[src/shared/cip_pkg.sv]
// Shared types and constants for the current-input channel processing block
package cip_pkg;

  localparam int NUM_CH = 16;
  localparam int ADDR_W = 10;
  localparam int FRAC_W = 8;

  // Measurement type codes
  localparam logic [1:0] MT_DISABLED = 2'h0;
  localparam logic [1:0] MT_TWO_WIRE = 2'h1;
  localparam logic [1:0] MT_FOUR_WIRE = 2'h2;

  // Measuring range codes
  localparam logic [1:0] RNG_BIP20 = 2'h0;
  localparam logic [1:0] RNG_0_20 = 2'h1;
  localparam logic [1:0] RNG_4_20 = 2'h2;

  // Mains suppression codes
  localparam logic [1:0] SUP_400HZ = 2'h0;
  localparam logic [1:0] SUP_60HZ = 2'h1;
  localparam logic [1:0] SUP_50HZ = 2'h2;
  localparam logic [1:0] SUP_10HZ = 2'h3;

  // Smoothing levels and their shift (k = 1, 4, 16, 32)
  localparam logic [1:0] SM_NONE = 2'h0;
  localparam logic [1:0] SM_WEAK = 2'h1;
  localparam logic [1:0] SM_MEDIUM = 2'h2;
  localparam logic [1:0] SM_STRONG = 2'h3;
  localparam logic [2:0] SH_NONE = 3'h0;
  localparam logic [2:0] SH_WEAK = 3'h2;
  localparam logic [2:0] SH_MEDIUM = 3'h4;
  localparam logic [2:0] SH_STRONG = 3'h5;

  // Diagnostic bit positions
  localparam int DG_OVF = 0;
  localparam int DG_UDF = 1;
  localparam int DG_CM = 2;
  localparam int DG_WB = 3;

  // Limit bit positions: low 1, high 1, low 2, high 2
  localparam int LM_LO1 = 0;
  localparam int LM_HI1 = 1;
  localparam int LM_LO2 = 2;
  localparam int LM_HI2 = 3;

  // Range ends, wire-break floor and limit reset values in output counts
  localparam logic signed [15:0] VAL_RANGE_HI = 16'sh6C00;
  localparam logic signed [15:0] VAL_RANGE_LO_BIP = 16'sh9400;
  localparam logic signed [15:0] VAL_RANGE_LO_UNI = 16'sh0000;
  localparam logic signed [15:0] VAL_WB_FLOOR = 16'shED00;
  localparam logic signed [15:0] LIM_LO_RST = 16'sh8000;
  localparam logic signed [15:0] LIM_HI_RST = 16'sh7FFF;

  // Per-channel register indexes (byte address = {0, chan, index, 00})
  localparam logic [2:0] REG_CFG = 3'h0;
  localparam logic [2:0] REG_LO1 = 3'h1;
  localparam logic [2:0] REG_HI1 = 3'h2;
  localparam logic [2:0] REG_LO2 = 3'h3;
  localparam logic [2:0] REG_HI2 = 3'h4;
  localparam logic [2:0] REG_VAL = 3'h5;
  localparam logic [2:0] REG_STAT = 3'h6;

  // Global registers
  localparam logic [ADDR_W-1:0] ADR_IRQ_STAT = 10'h200;
  localparam logic [ADDR_W-1:0] ADR_IRQ_CLR = 10'h204;
  localparam logic [ADDR_W-1:0] ADR_IRQ_EN = 10'h208;
  localparam logic [ADDR_W-1:0] ADR_CYC_CNT = 10'h20C;

  typedef struct packed {
    logic [3:0] hw_int_en;
    logic [3:0] diag_en;
    logic [1:0] smooth;
    logic [1:0] supp;
    logic [1:0] range;
    logic [1:0] mtype;
  } cip_cfg_t;

  localparam cip_cfg_t CFG_RST = '{hw_int_en: 4'h0, diag_en: 4'h0, smooth: SM_NONE,
                                   supp: SUP_50HZ, range: RNG_BIP20, mtype: MT_FOUR_WIRE};

  typedef struct packed {
    logic [3:0] chan;
    logic signed [15:0] data;
    logic cm_err;
    logic no_current;
  } cip_sample_t;

endpackage

[src/rtl/cip_top.sv]
// Current-input channel processing: sequencing, smoothing, diagnostics, limits
//
// Function
// - After reset each channel is four-wire type, bipolar 20 mA range.
// - Disabled channels are skipped; they raise no interrupts or diagnostics.
// - Wire break is reported only in the 4 to 20 mA range.
// - Overflow enabled: report when measured value exceeds the range top.
// - Underflow enabled: report when measured value falls below the range bottom.
// - Common-mode enabled: report when the front end flags common-mode excess.
// - Wire break enabled: report on no current or current too small.
// - Smoothing levels none, weak, medium, strong use k of 1, 4, 16, 32.
// - Smoothing time is k times the module cycle time.
// - After a step the output covers about two thirds of it within k module cycles (all of it for k = 1).
// - Suppression selectable 400, 60, 50 or 10 Hz, default 50 Hz.
// - Four separate limit interrupt enables per channel gate each interrupt.
// - Two low limits per channel trigger their interrupt when violated.
// - Two high limits per channel trigger their interrupt when violated.
// - Conversion integrates over the configured mains suppression period.
// - Values are 16-bit signed; each of sixteen channels has own limits.
`timescale 1ns/1ps
`default_nettype none

module cip_top
  import cip_pkg::*;
(
  input wire logic mclk,
  input wire logic rst,
  input wire logic [ADDR_W-1:0] addr,
  input wire logic [31:0] wdata,
  input wire logic wr,
  input wire logic rd,
  output logic [31:0] rdata,
  input wire logic smp_valid,
  input wire cip_sample_t smp,
  output logic conv_req,
  output logic [3:0] conv_chan,
  output logic [1:0] conv_supp,
  output logic val_valid,
  output logic [3:0] val_chan,
  output logic signed [15:0] val_data,
  output logic cycle_done,
  output logic irq
);

  localparam int ACC_W = 16 + FRAC_W;

  ////////////////////////////////////////////////////////////////////////////
  // State
  cip_cfg_t cfg_r [NUM_CH];
  logic signed [15:0] lim_r [NUM_CH][4];
  logic signed [ACC_W-1:0] acc_r [NUM_CH];
  logic [3:0] diag_r [NUM_CH];
  logic [3:0] lim_hit_r [NUM_CH];
  logic [31:0] irq_stat_r;
  logic [31:0] irq_en_r;
  logic [15:0] cyc_cnt_r;
  logic [3:0] scan_ch_r;
  logic [31:0] rdata_r;
  logic conv_req_r;
  logic [3:0] conv_chan_r;
  logic [1:0] conv_supp_r;
  logic val_valid_r;
  logic [3:0] val_chan_r;
  logic signed [15:0] val_data_r;
  logic cycle_done_r;
  logic irq_r;

  typedef enum logic {SQ_SCAN, SQ_WAIT} cip_sq_t;
  cip_sq_t sq_st_r;

  assign rdata = rdata_r;
  assign conv_req = conv_req_r;
  assign conv_chan = conv_chan_r;
  assign conv_supp = conv_supp_r;
  assign val_valid = val_valid_r;
  assign val_chan = val_chan_r;
  assign val_data = val_data_r;
  assign cycle_done = cycle_done_r;
  assign irq = irq_r;

  ////////////////////////////////////////////////////////////////////////////
  // Bus decode
  logic ch_sel;
  logic [3:0] bus_ch;
  logic [2:0] bus_reg;
  logic [31:0] irq_clr;
  assign ch_sel = (addr[9] == 1'b0);
  assign bus_ch = addr[8:5];
  assign bus_reg = addr[4:2];
  assign irq_clr = (wr && addr == ADR_IRQ_CLR) ? wdata : 32'h0000_0000;

  // Settings are taken at any time, also while conversions run
  always_ff @(posedge mclk)
  begin
    if (rst)
    begin
      for (int i = 0; i < NUM_CH; i++)
      begin
        cfg_r[i] <= CFG_RST;
        lim_r[i][LM_LO1] <= LIM_LO_RST;
        lim_r[i][LM_HI1] <= LIM_HI_RST;
        lim_r[i][LM_LO2] <= LIM_LO_RST;
        lim_r[i][LM_HI2] <= LIM_HI_RST;
      end
      irq_en_r <= 32'h0000_0000;
    end
    else if (wr)
    begin
      if (ch_sel && bus_reg == REG_CFG)
        cfg_r[bus_ch] <= cip_cfg_t'(wdata[15:0]);
      else if (ch_sel && bus_reg >= REG_LO1 && bus_reg <= REG_HI2)
        lim_r[bus_ch][2'(bus_reg - REG_LO1)] <= wdata[15:0];
      else if (addr == ADR_IRQ_EN)
        irq_en_r <= wdata;
    end
  end

  // Read data stand in the cycle after the strobe only; unmapped reads give zero
  always_ff @(posedge mclk)
  begin
    if (rst)
      rdata_r <= 32'h0000_0000;
    else if (!rd)
      rdata_r <= 32'h0000_0000;
    else if (ch_sel)
    begin
      case (bus_reg)
        REG_CFG: rdata_r <= {16'h0000, cfg_r[bus_ch]};
        REG_LO1, REG_HI1, REG_LO2, REG_HI2:
          rdata_r <= {{16{lim_r[bus_ch][2'(bus_reg - REG_LO1)][15]}}, lim_r[bus_ch][2'(bus_reg - REG_LO1)]};
        REG_VAL: rdata_r <= {{16{acc_r[bus_ch][ACC_W-1]}}, acc_r[bus_ch][ACC_W-1:FRAC_W]};
        REG_STAT: rdata_r <= (cfg_r[bus_ch].mtype == MT_DISABLED) ? 32'h0000_0000 :
                             {24'h00_0000, lim_hit_r[bus_ch], diag_r[bus_ch]};
        default: rdata_r <= 32'h0000_0000;
      endcase
    end
    else if (addr == ADR_IRQ_STAT)
      rdata_r <= irq_stat_r;
    else if (addr == ADR_IRQ_EN)
      rdata_r <= irq_en_r;
    else if (addr == ADR_CYC_CNT)
      rdata_r <= {16'h0000, cyc_cnt_r};
    else
      rdata_r <= 32'h0000_0000;
  end

  ////////////////////////////////////////////////////////////////////////////
  // Conversion sequencer: one module cycle visits every enabled channel
  logic take;
  logic sq_en_ok;
  assign sq_en_ok = (cfg_r[scan_ch_r].mtype != MT_DISABLED);
  assign take = (sq_st_r == SQ_WAIT) && smp_valid && (smp.chan == conv_chan_r) &&
                (cfg_r[conv_chan_r].mtype != MT_DISABLED);

  always_ff @(posedge mclk)
  begin
    if (rst)
    begin
      sq_st_r <= SQ_SCAN;
      scan_ch_r <= 4'h0;
      conv_req_r <= 1'b0;
      conv_chan_r <= 4'h0;
      conv_supp_r <= SUP_50HZ;
      cycle_done_r <= 1'b0;
      cyc_cnt_r <= 16'h0000;
    end
    else
    begin
      conv_req_r <= 1'b0;
      cycle_done_r <= 1'b0;
      case (sq_st_r)
        SQ_SCAN:
        begin
          if (sq_en_ok)
          begin
            conv_req_r <= 1'b1;
            conv_chan_r <= scan_ch_r;
            conv_supp_r <= cfg_r[scan_ch_r].supp;
            sq_st_r <= SQ_WAIT;
          end
          else
          begin
            // Disabled channel costs one idle cycle, no conversion
            scan_ch_r <= scan_ch_r + 4'h1;
            if (scan_ch_r == 4'hF)
            begin
              cycle_done_r <= 1'b1;
              cyc_cnt_r <= cyc_cnt_r + 16'h0001;
            end
          end
        end
        SQ_WAIT:
        begin
          // A channel disabled mid-conversion drops its sample
          if (smp_valid && smp.chan == conv_chan_r)
          begin
            scan_ch_r <= scan_ch_r + 4'h1;
            sq_st_r <= SQ_SCAN;
            if (scan_ch_r == 4'hF)
            begin
              cycle_done_r <= 1'b1;
              cyc_cnt_r <= cyc_cnt_r + 16'h0001;
            end
          end
        end
        default: sq_st_r <= SQ_SCAN;
      endcase
    end
  end

  ////////////////////////////////////////////////////////////////////////////
  // Smoothing, diagnostics and limit checks for the arriving sample
  cip_cfg_t c;
  logic signed [15:0] x;
  logic [2:0] shift;
  logic signed [ACC_W:0] diff;
  logic signed [ACC_W-1:0] acc_nxt;
  logic signed [15:0] filt;
  logic signed [15:0] rng_lo;
  logic [3:0] diag_nxt;
  logic [3:0] lim_nxt;

  always_comb
  begin
    c = cfg_r[conv_chan_r];
    x = smp.data;
    case (c.smooth)
      SM_NONE: shift = SH_NONE;
      SM_WEAK: shift = SH_WEAK;
      SM_MEDIUM: shift = SH_MEDIUM;
      default: shift = SH_STRONG;
    endcase
    // Weight 1/k per module cycle gives a time constant of about k cycles
    diff = {x[15], x, {FRAC_W{1'b0}}} - {acc_r[conv_chan_r][ACC_W-1], acc_r[conv_chan_r]};
    acc_nxt = acc_r[conv_chan_r] + (ACC_W)'(diff >>> shift);
    filt = acc_nxt[ACC_W-1:FRAC_W];
    rng_lo = (c.range == RNG_BIP20) ? VAL_RANGE_LO_BIP : VAL_RANGE_LO_UNI;
    diag_nxt[DG_OVF] = c.diag_en[DG_OVF] && (x > VAL_RANGE_HI);
    diag_nxt[DG_UDF] = c.diag_en[DG_UDF] && (x < rng_lo);
    diag_nxt[DG_CM] = c.diag_en[DG_CM] && smp.cm_err;
    diag_nxt[DG_WB] = c.diag_en[DG_WB] && (c.range == RNG_4_20) &&
                      (smp.no_current || x < VAL_WB_FLOOR);
    for (int k = 0; k < 4; k++)
    begin
      if (k[0] == 1'b0)
        lim_nxt[k] = c.hw_int_en[k] && (filt < lim_r[conv_chan_r][k]);
      else
        lim_nxt[k] = c.hw_int_en[k] && (filt > lim_r[conv_chan_r][k]);
    end
  end

  always_ff @(posedge mclk)
  begin
    if (rst)
    begin
      for (int i = 0; i < NUM_CH; i++)
      begin
        acc_r[i] <= '0;
        diag_r[i] <= 4'h0;
        lim_hit_r[i] <= 4'h0;
      end
    end
    else if (take)
    begin
      acc_r[conv_chan_r] <= acc_nxt;
      diag_r[conv_chan_r] <= diag_nxt;
      lim_hit_r[conv_chan_r] <= lim_nxt;
    end
  end

  always_ff @(posedge mclk)
  begin
    if (rst)
    begin
      val_valid_r <= 1'b0;
      val_chan_r <= 4'h0;
      val_data_r <= 16'sh0000;
    end
    else
    begin
      val_valid_r <= take;
      if (take)
      begin
        val_chan_r <= conv_chan_r;
        val_data_r <= filt;
      end
    end
  end

  ////////////////////////////////////////////////////////////////////////////
  // Interrupts: [15:0] limit events, [31:16] diagnostic events per channel
  logic [31:0] irq_set;
  always_comb
  begin
    irq_set = 32'h0000_0000;
    if (take)
    begin
      irq_set[conv_chan_r] = |lim_nxt;
      irq_set[16 + 32'(conv_chan_r)] = |diag_nxt;
    end
  end

  // A set in the same cycle as its clear wins, so no event is lost
  always_ff @(posedge mclk)
  begin
    if (rst)
    begin
      irq_stat_r <= 32'h0000_0000;
      irq_r <= 1'b0;
    end
    else
    begin
      irq_stat_r <= (irq_stat_r & ~irq_clr) | irq_set;
      irq_r <= |(((irq_stat_r & ~irq_clr) | irq_set) & irq_en_r);
    end
  end

  ////////////////////////////////////////////////////////////////////////////
  // Checks
  logic [3:0] chk_ch;
  assign chk_ch = val_chan_r;

  chk_default_cfg: assert property (@(posedge mclk) $past(rst) && !rst |->
    cfg_r[0].mtype == MT_FOUR_WIRE && cfg_r[15].range == RNG_BIP20 && cfg_r[7].supp == SUP_50HZ)
    else $error("channel defaults wrong after reset");

  chk_skip_disabled: assert property (@(posedge mclk) disable iff (rst)
    conv_req_r |-> $past(sq_en_ok) && $past(sq_st_r) == SQ_SCAN)
    else $error("conversion issued for disabled channel");

  chk_wb_range: assert property (@(posedge mclk) disable iff (rst)
    val_valid_r && diag_r[chk_ch][DG_WB] |-> $past(c.range) == RNG_4_20)
    else $error("wire break outside 4-20 range");

  chk_ovf_flag: assert property (@(posedge mclk) disable iff (rst)
    val_valid_r |-> diag_r[chk_ch][DG_OVF] == ($past(c.diag_en[DG_OVF]) && $past(x) > VAL_RANGE_HI))
    else $error("overflow flag mismatch");

  chk_udf_flag: assert property (@(posedge mclk) disable iff (rst)
    val_valid_r |-> diag_r[chk_ch][DG_UDF] == ($past(c.diag_en[DG_UDF]) && $past(x) < $past(rng_lo)))
    else $error("underflow flag mismatch");

  chk_cm_flag: assert property (@(posedge mclk) disable iff (rst)
    val_valid_r |-> diag_r[chk_ch][DG_CM] == ($past(c.diag_en[DG_CM]) && $past(smp.cm_err)))
    else $error("common-mode flag mismatch");

  chk_wb_flag: assert property (@(posedge mclk) disable iff (rst)
    val_valid_r && $past(c.range) == RNG_4_20 && $past(c.diag_en[DG_WB]) && $past(smp.no_current)
    |-> diag_r[chk_ch][DG_WB])
    else $error("wire break not raised");

  // The level lags the enable by one edge, as the output is registered
  chk_irq_level: assert property (@(posedge mclk) disable iff (rst)
    irq_r == |(irq_stat_r & $past(irq_en_r)))
    else $error("interrupt level disagrees with status");

  chk_smooth_none: assert property (@(posedge mclk) disable iff (rst)
    val_valid_r && $past(c.smooth) == SM_NONE |-> val_data_r == $past(x))
    else $error("unsmoothed value differs from sample");

  chk_lim_enable: assert property (@(posedge mclk) disable iff (rst)
    val_valid_r |-> (lim_hit_r[chk_ch] & ~$past(c.hw_int_en)) == 4'h0)
    else $error("limit hit without its enable");

  chk_low_limit: assert property (@(posedge mclk) disable iff (rst)
    val_valid_r && $past(c.hw_int_en[LM_LO2]) && val_data_r < $past(lim_r[conv_chan_r][LM_LO2])
    |-> lim_hit_r[chk_ch][LM_LO2] && irq_stat_r[chk_ch])
    else $error("low limit 2 violation not raised");

  chk_high_limit: assert property (@(posedge mclk) disable iff (rst)
    val_valid_r && $past(c.hw_int_en[LM_HI1]) && val_data_r > $past(lim_r[conv_chan_r][LM_HI1])
    |-> lim_hit_r[chk_ch][LM_HI1] ##1 irq_stat_r[chk_ch] || $past(irq_clr[chk_ch]))
    else $error("high limit 1 violation not raised");

  chk_supp_issue: assert property (@(posedge mclk) disable iff (rst)
    $rose(conv_req_r) |-> conv_supp_r == $past(cfg_r[scan_ch_r].supp))
    else $error("suppression setting not forwarded");

endmodule

`default_nettype wire

[config.mk]
export PLATFORM = sky130hd
export DESIGN_NAME = cip_top
export DESIGN_NICKNAME = d
export VERILOG_FILES = /design/src/shared/cip_pkg.sv /design/src/rtl/cip_top.sv
export SDC_FILE = /design/constraint.sdc
export NUM_CORES = 2
export LEC_CHECK = 0
export BUFFER_PORTS_ARGS = -buffer_cell sky130_fd_sc_hd__buf_2
export CORE_UTILIZATION = 40
export CTS_BUF_LIST = sky130_fd_sc_hd__clkbuf_8
export DETAILED_ROUTE_END_ITERATION = 6
export SLEW_MARGIN = 20
export SYNTH_ARGS = -nofsm -noshare
export SYNTH_HDL_FRONTEND = slang
export SYNTH_SLANG_ARGS = --single-unit
export TNS_END_PERCENT = 30
[constraint.sdc]
create_clock -name mclk -period 13.38 [get_ports mclk]
set_input_delay 0.669 -clock mclk [delete_from_list [all_inputs] [get_ports mclk]]
set_output_delay 0.669 -clock mclk [all_outputs]
set_load 0.02 [all_outputs]
# == Yosys cells after proc, flatten, opt, wreduce, memory -nomap -nowiden ==
# Memories as Yosys holds them, arrays and structs flattened. A register that Yosys moved wholly into a read port is not among the register bits.
# Cells that the tools add are included.
# word_totals
latchBits,0
ram_bits,1792
wordCells,181
reg_bits,147
out_inout_bits,62
mem_count,5
rom_bits,0
# memory_table
memory,depth,word_bits,read_ports,rd_ports_with_merged_regs,write_ports,line,rtl
lim_r,16,64,2,1,16,cip_top.sv:50,logic signed [15:0] lim_r [NUM_CH][4];
acc_r,16,24,2,1,16,cip_top.sv:51,logic signed [ACC_W-1:0] acc_r [NUM_CH];
cfg_r,16,16,3,2,16,cip_top.sv:49,cip_cfg_t cfg_r [NUM_CH];
diag_r,16,4,1,0,16,cip_top.sv:52,logic [3:0] diag_r [NUM_CH];
lim_hit_r,16,4,1,0,16,cip_top.sv:53,logic [3:0] lim_hit_r [NUM_CH];
# classes
mul,0
shift,1
div,0
magnitude_cmp,15
muxes,71
n_reduce_logical,41
bitwise_logic,11
add_sub_neg,6
eq_ne,17
# op_table
op,n
$mux 64,3
$mux 32,5
$mux 16,9
$pmux 32 s4,1
$mux 4,17
$and 32x32->32,2
$reduce_or 64->1,1
$lt 16x16->1,3
$eq 10x10->1 const B,4
$and 32x16->32,1
$bmux 16 s2,1
$bwmux 32,1
$demux 16 s2,1
$gt 16x16->1,2
$not 32->32,1
$or 32x32->32,1
$pmux 16 s2,1
$reduce_or 32->1,1
$sshr 25x3->24,1
$sub 24x24->25,1
$add 24x24->24,1
$mux 1,24
$mux 24,1
$reduce_or 24->1,1
other kinds (41),78

# == Longest topological paths before layout ==
# logic_depth
word_depth,13
depth_mapped,48
mapped_depth_nobuf,37

# == Least setup slack after synthesis ==
# OpenSTA, ideal clock, no wires.
# synth_path
path_kind,register -> register
from,register (tool-made name)
to,register irq_stat_r[12]
slack_ps,4193
path_buffers,12
t_arrival_ps,9059
synth_period_minus_slack_ps,9187
stages_incl_launch_ff,45
path_cell_list,dfxtp_1 > buf_6 > buf_12 > buf_6 > buf_6 > buf_6 > buf_6 > buf_2 > buf_2 > buf_2 > mux4_2 > mux4_2 > inv_1 > ha_1 > a21o_1 > a21o_1 > a21o_1 > or2_2 > (+9 left out) > a211oi_1 > o31ai_1 > a21o_1 > a21oi_1 > xor2_1 > clkbuf_1 > inv_1 > ha_1 > nand2_1 > or2_2 > nor4_1 > nor2_1 > o211ai_1 > and4b_1 > clkbuf_1 > buf_2 > a2bb2oi_1 > nor2_1
# synth_rtl
element,line,rtl
"end signal, assigned",cip_top.sv:313,irq_stat_r <= (irq_stat_r & ~irq_clr) | irq_set;
"end, declared",cip_top.sv:54,logic [31:0] irq_stat_r;

==> results by group <==
Setup path
  • WP data arrival: 11.35 ns
  • CP max-delay cell: buf_4
  • Crit path required time: 14.40 ns
  • Crit-path max cell delay: 0.76 ns
  • Worst Setup End Kind: register
  • Worst reg2reg setup slack: 3.06 ns
  • Crit path launch type: register
  • Crit-path max FO: 43
  • WS Path Type: reg -> reg
  • Most common cell on crit path: a21oi_1

GRT
  • GR Overflow Total: 0
  • First-pass GRT wire length: 484000 um
  • Antenna violations before repair: 20
  • Pin count of the biggest net entering global routing: 121
  • Vias in the first global route: 65300
  • Total track usage: 26.3%

Die
  • Die ar.: 259000 um2
  • Die X: 509 um
  • Row count: 185
  • Core box area: 255000 um2
  • I/O pin count: 131
  • DIE HEIGHT: 509 um
  • Initial core utilization: 40.3%

Route
  • Avg WL per Cell: 31.7 um
  • Drt total wl: 342000 um
  • Vias per std cell: 6.11
  • Post-route ant nets: 0
  • Pre-Repair DR Iteration Count: 7
  • DR vias: 65700
  • # DRC: 1
  • Initial DRC count: 8366

Final layout
  • Area of the multi-input gates: 42900 um2
  • Finished Layout Cells: 10800
  • Nets: 7324
  • Fill cells: 22700
  • Sequential cell area: 56900 um2
  • Final instance area: 113000 um2
  • Share of layout cells above drive strength 1: 32.6%
  • Final core utilization: 44.5%
  • Layout area overhead: 10.4%

Synthesis
  • #FFs+latches synth: 1947
  • Post-synthesis adder-cell area fraction: 1.38%
  • Most frequently used flop master after synthesis: edfxtp_1
  • Main combinational cell family by area after synthesis: multiplexers
  • Synth area leader: edfxtp_1
  • Synthesized instance count: 7067
  • EDFF count, synth: 1792
  • Commonest cells in the synthesized netlist: 1792 x edfxtp_1, 1033 x mux4_2, 744 x nor2_1
  • Most numerous cell in the Yosys netlist: edfxtp_1
  • Post-Synth XOR/XNOR Area: 0.513%
  • Netlist cell types: 88
  • YS warnings: 0
  • Multiplexer share of the synthesized area: 23.1%
  • Top area cells in the synthesized netlist: edfxtp_1 52%, mux4_2 23%, and2_1 4.3%
  • Syn Nets: 7249
  • Top-area cell type share of the netlist area: 52.4%
  • Simple-Gate Fraction of Synth Area: 13.6%
  • Mapped Area: 103000 um2
  • Synth Area per Inst: 14.5 um2
  • Compound-Gate Fraction of Synth Area: 2.96%
  • Post-synthesis async set-or-reset flop share: 0%
  • Seq/Total Area, Yosys: 55.4%

Clocking
  • Setup bufs post-CTS: 0
  • Clock buffer depth: 4
  • CTS-repair resized insts: 0
  • Clk Latency, worst-skew pair: 1.11 ns
  • Clock sink count: 1947
  • H-tree depth: 5
  • CTS tree: built
  • Post-CTS Hold Buffers: 22
  • Clk slew on worst S/H paths: 0.07 ns
  • Num CTS Buffers: 355
  • Clk root buf: clkbuf_8

STA
  • Clock skew: 0.152 ns
  • Hold Fails Final Rpt: 0
  • Fmax: 96.9 MHz
  • Final worst-path cycle share: 77.2%
  • Setup TNS: 0 ns
  • Final setup vio count: 0
  • Tmin final: 10.32 ns
  • Worst setup margin: 3.06 ns
  • Unrepaired setup endpoints after global routing: false
  • Max-slew violation count: 0
  • Slew HR: 17.6%
  • Worst-Margin Slew: 1.23 ns

Power
  • Comb pwr share: 15.8%
  • Leak: 0.0382 uW
  • Pint: 10400 uW
  • Net Sw Frac: 28.6%
  • Sw Pwr: 4150 uW
  • Power per cell area: 128 nW/um2
  • Peak VDD IR: 0.0959 mV
  • Sequential share of power: 48.4%
  • Clk pwr share: 35.8%

Min path
  • Min-delay src: wdata[9]
  • Hold Path Class: in -> reg

Placed design
  • Post-Place Cells: 10100
  • DP Area: 107000 um2
  • Pre-CTS setup slack: 3.22 ns
  • Quantity of I/O buffers inserted on ports: 130
  • Gp weighted congestion: 0.937
  • DP Wirelength: 214000 um

Outcome
  • Failing checks: DRC
  • Status: finished, violations left

Run
  • Max-cap violations: 0
==> worst max-delay path: cells and delay by family, from the launching register on <==
| family | cells | cell delay, ns |
|---|---|---|
| AOI/OAI and AO/OA | 14 | 3.28 |
| xor gates and xnor gates | 2 | 0.79 |
| adders and majority gates | 3 | 1.14 |
| buffers and inverters | 2 | 1.24 |
| DFF | 1 | 0.55 |
| muxes | 3 | 1.17 |
| and+or+nand+nor | 9 | 1.99 |
==> cells by family after synthesis <==
group | count (synthesis)
AO/OA/AOI/OAI | 455
XOR/XNOR | 58
adder cells (fa/ha/maj) | 113
buffers and inverters | 770
flip-flops | 1947
multiplexers | 1073
AND/OR/NAND/NOR | 2651
==> cells in the final DEF (no fill, tap or decap), drive strengths merged, types with 155 or more instances in the layout <==
| master | count |
|---|---|
| dfxtp | 155 |
| buf | 340 |
| edfxtp | 1792 |
| nor2 | 754 |
| clkbuf | 376 |
| nand2 | 277 |
| and2 | 706 |
| inv | 258 |
| mux4 | 1037 |
| or2 | 553 |
==> final timing paths <==
kind,to,cells after the start
hold / removal,irq_stat_r[9],4
hold reg to reg,irq_stat_r[2],2
setup reg to reg,irq,33
setup / recovery,irq,33
==> power by group through the flow <==
stage | logic [uW] | clock network, uW | registers, uW
floorplan | 1440 | 0 | 7090
global placement | 2230 | 0 | 7130
detailed placement | 2260 | 0 | 7150
CTS | 2270 | 5250 | 7030
global route | 2410 | 5490 | 7050
finish | 2300 | 5190 | 7030
==> registers in the layout, summed over array words and instances (netlist names), 2 cells and up, named ones only <==
signal / cells
lim_r: 1024
val_data: 16
scan_ch_r: 4
conv_chan: 4
cfg_r: 256
rdata: 32
val_chan: 4
irq_stat_r: 32
conv_supp: 2
cyc_cnt_r: 16
irq_en_r: 32
diag_r: 64
acc_r: 384
lim_hit_r: 64
==> layout make-up <==
type / instances / share of cell area [%]
diodes: 10 / 0.0221
multi-input cells: 4350 / 37.8
repair buffers: 362 / 2.31
flip-flops and latches: 1947 / 50.2
inverters: 126 / 0.418
well taps: 3366 / 3.72
clock buffers: 376 / 4.57
clock inverters: 226 / 0.897
==> stage by stage <==
| step | hold WS (ns) | total power, uW |
|---|---|---|
| final | 0.113 | 14500 |
| after global routing | 0.0579 | 15000 |
| after CTS | 0.0307 | 14500 |
| after detailed placement | 0.460 | 9410 |
| after global placement | 0.454 | 9360 |
| after floorplan | 0.442 | 8540 |
==> routing by layer <==
metal	track usage [%]	up-vias	routed length, um
met5	0	-	33
met4	12.3	6	17600
met3	5.18	731	33800
met2	41.1	3802	159000
met1	35.5	34200	131000
li1	-	27000	-
(Power assumes the default switching activity.)
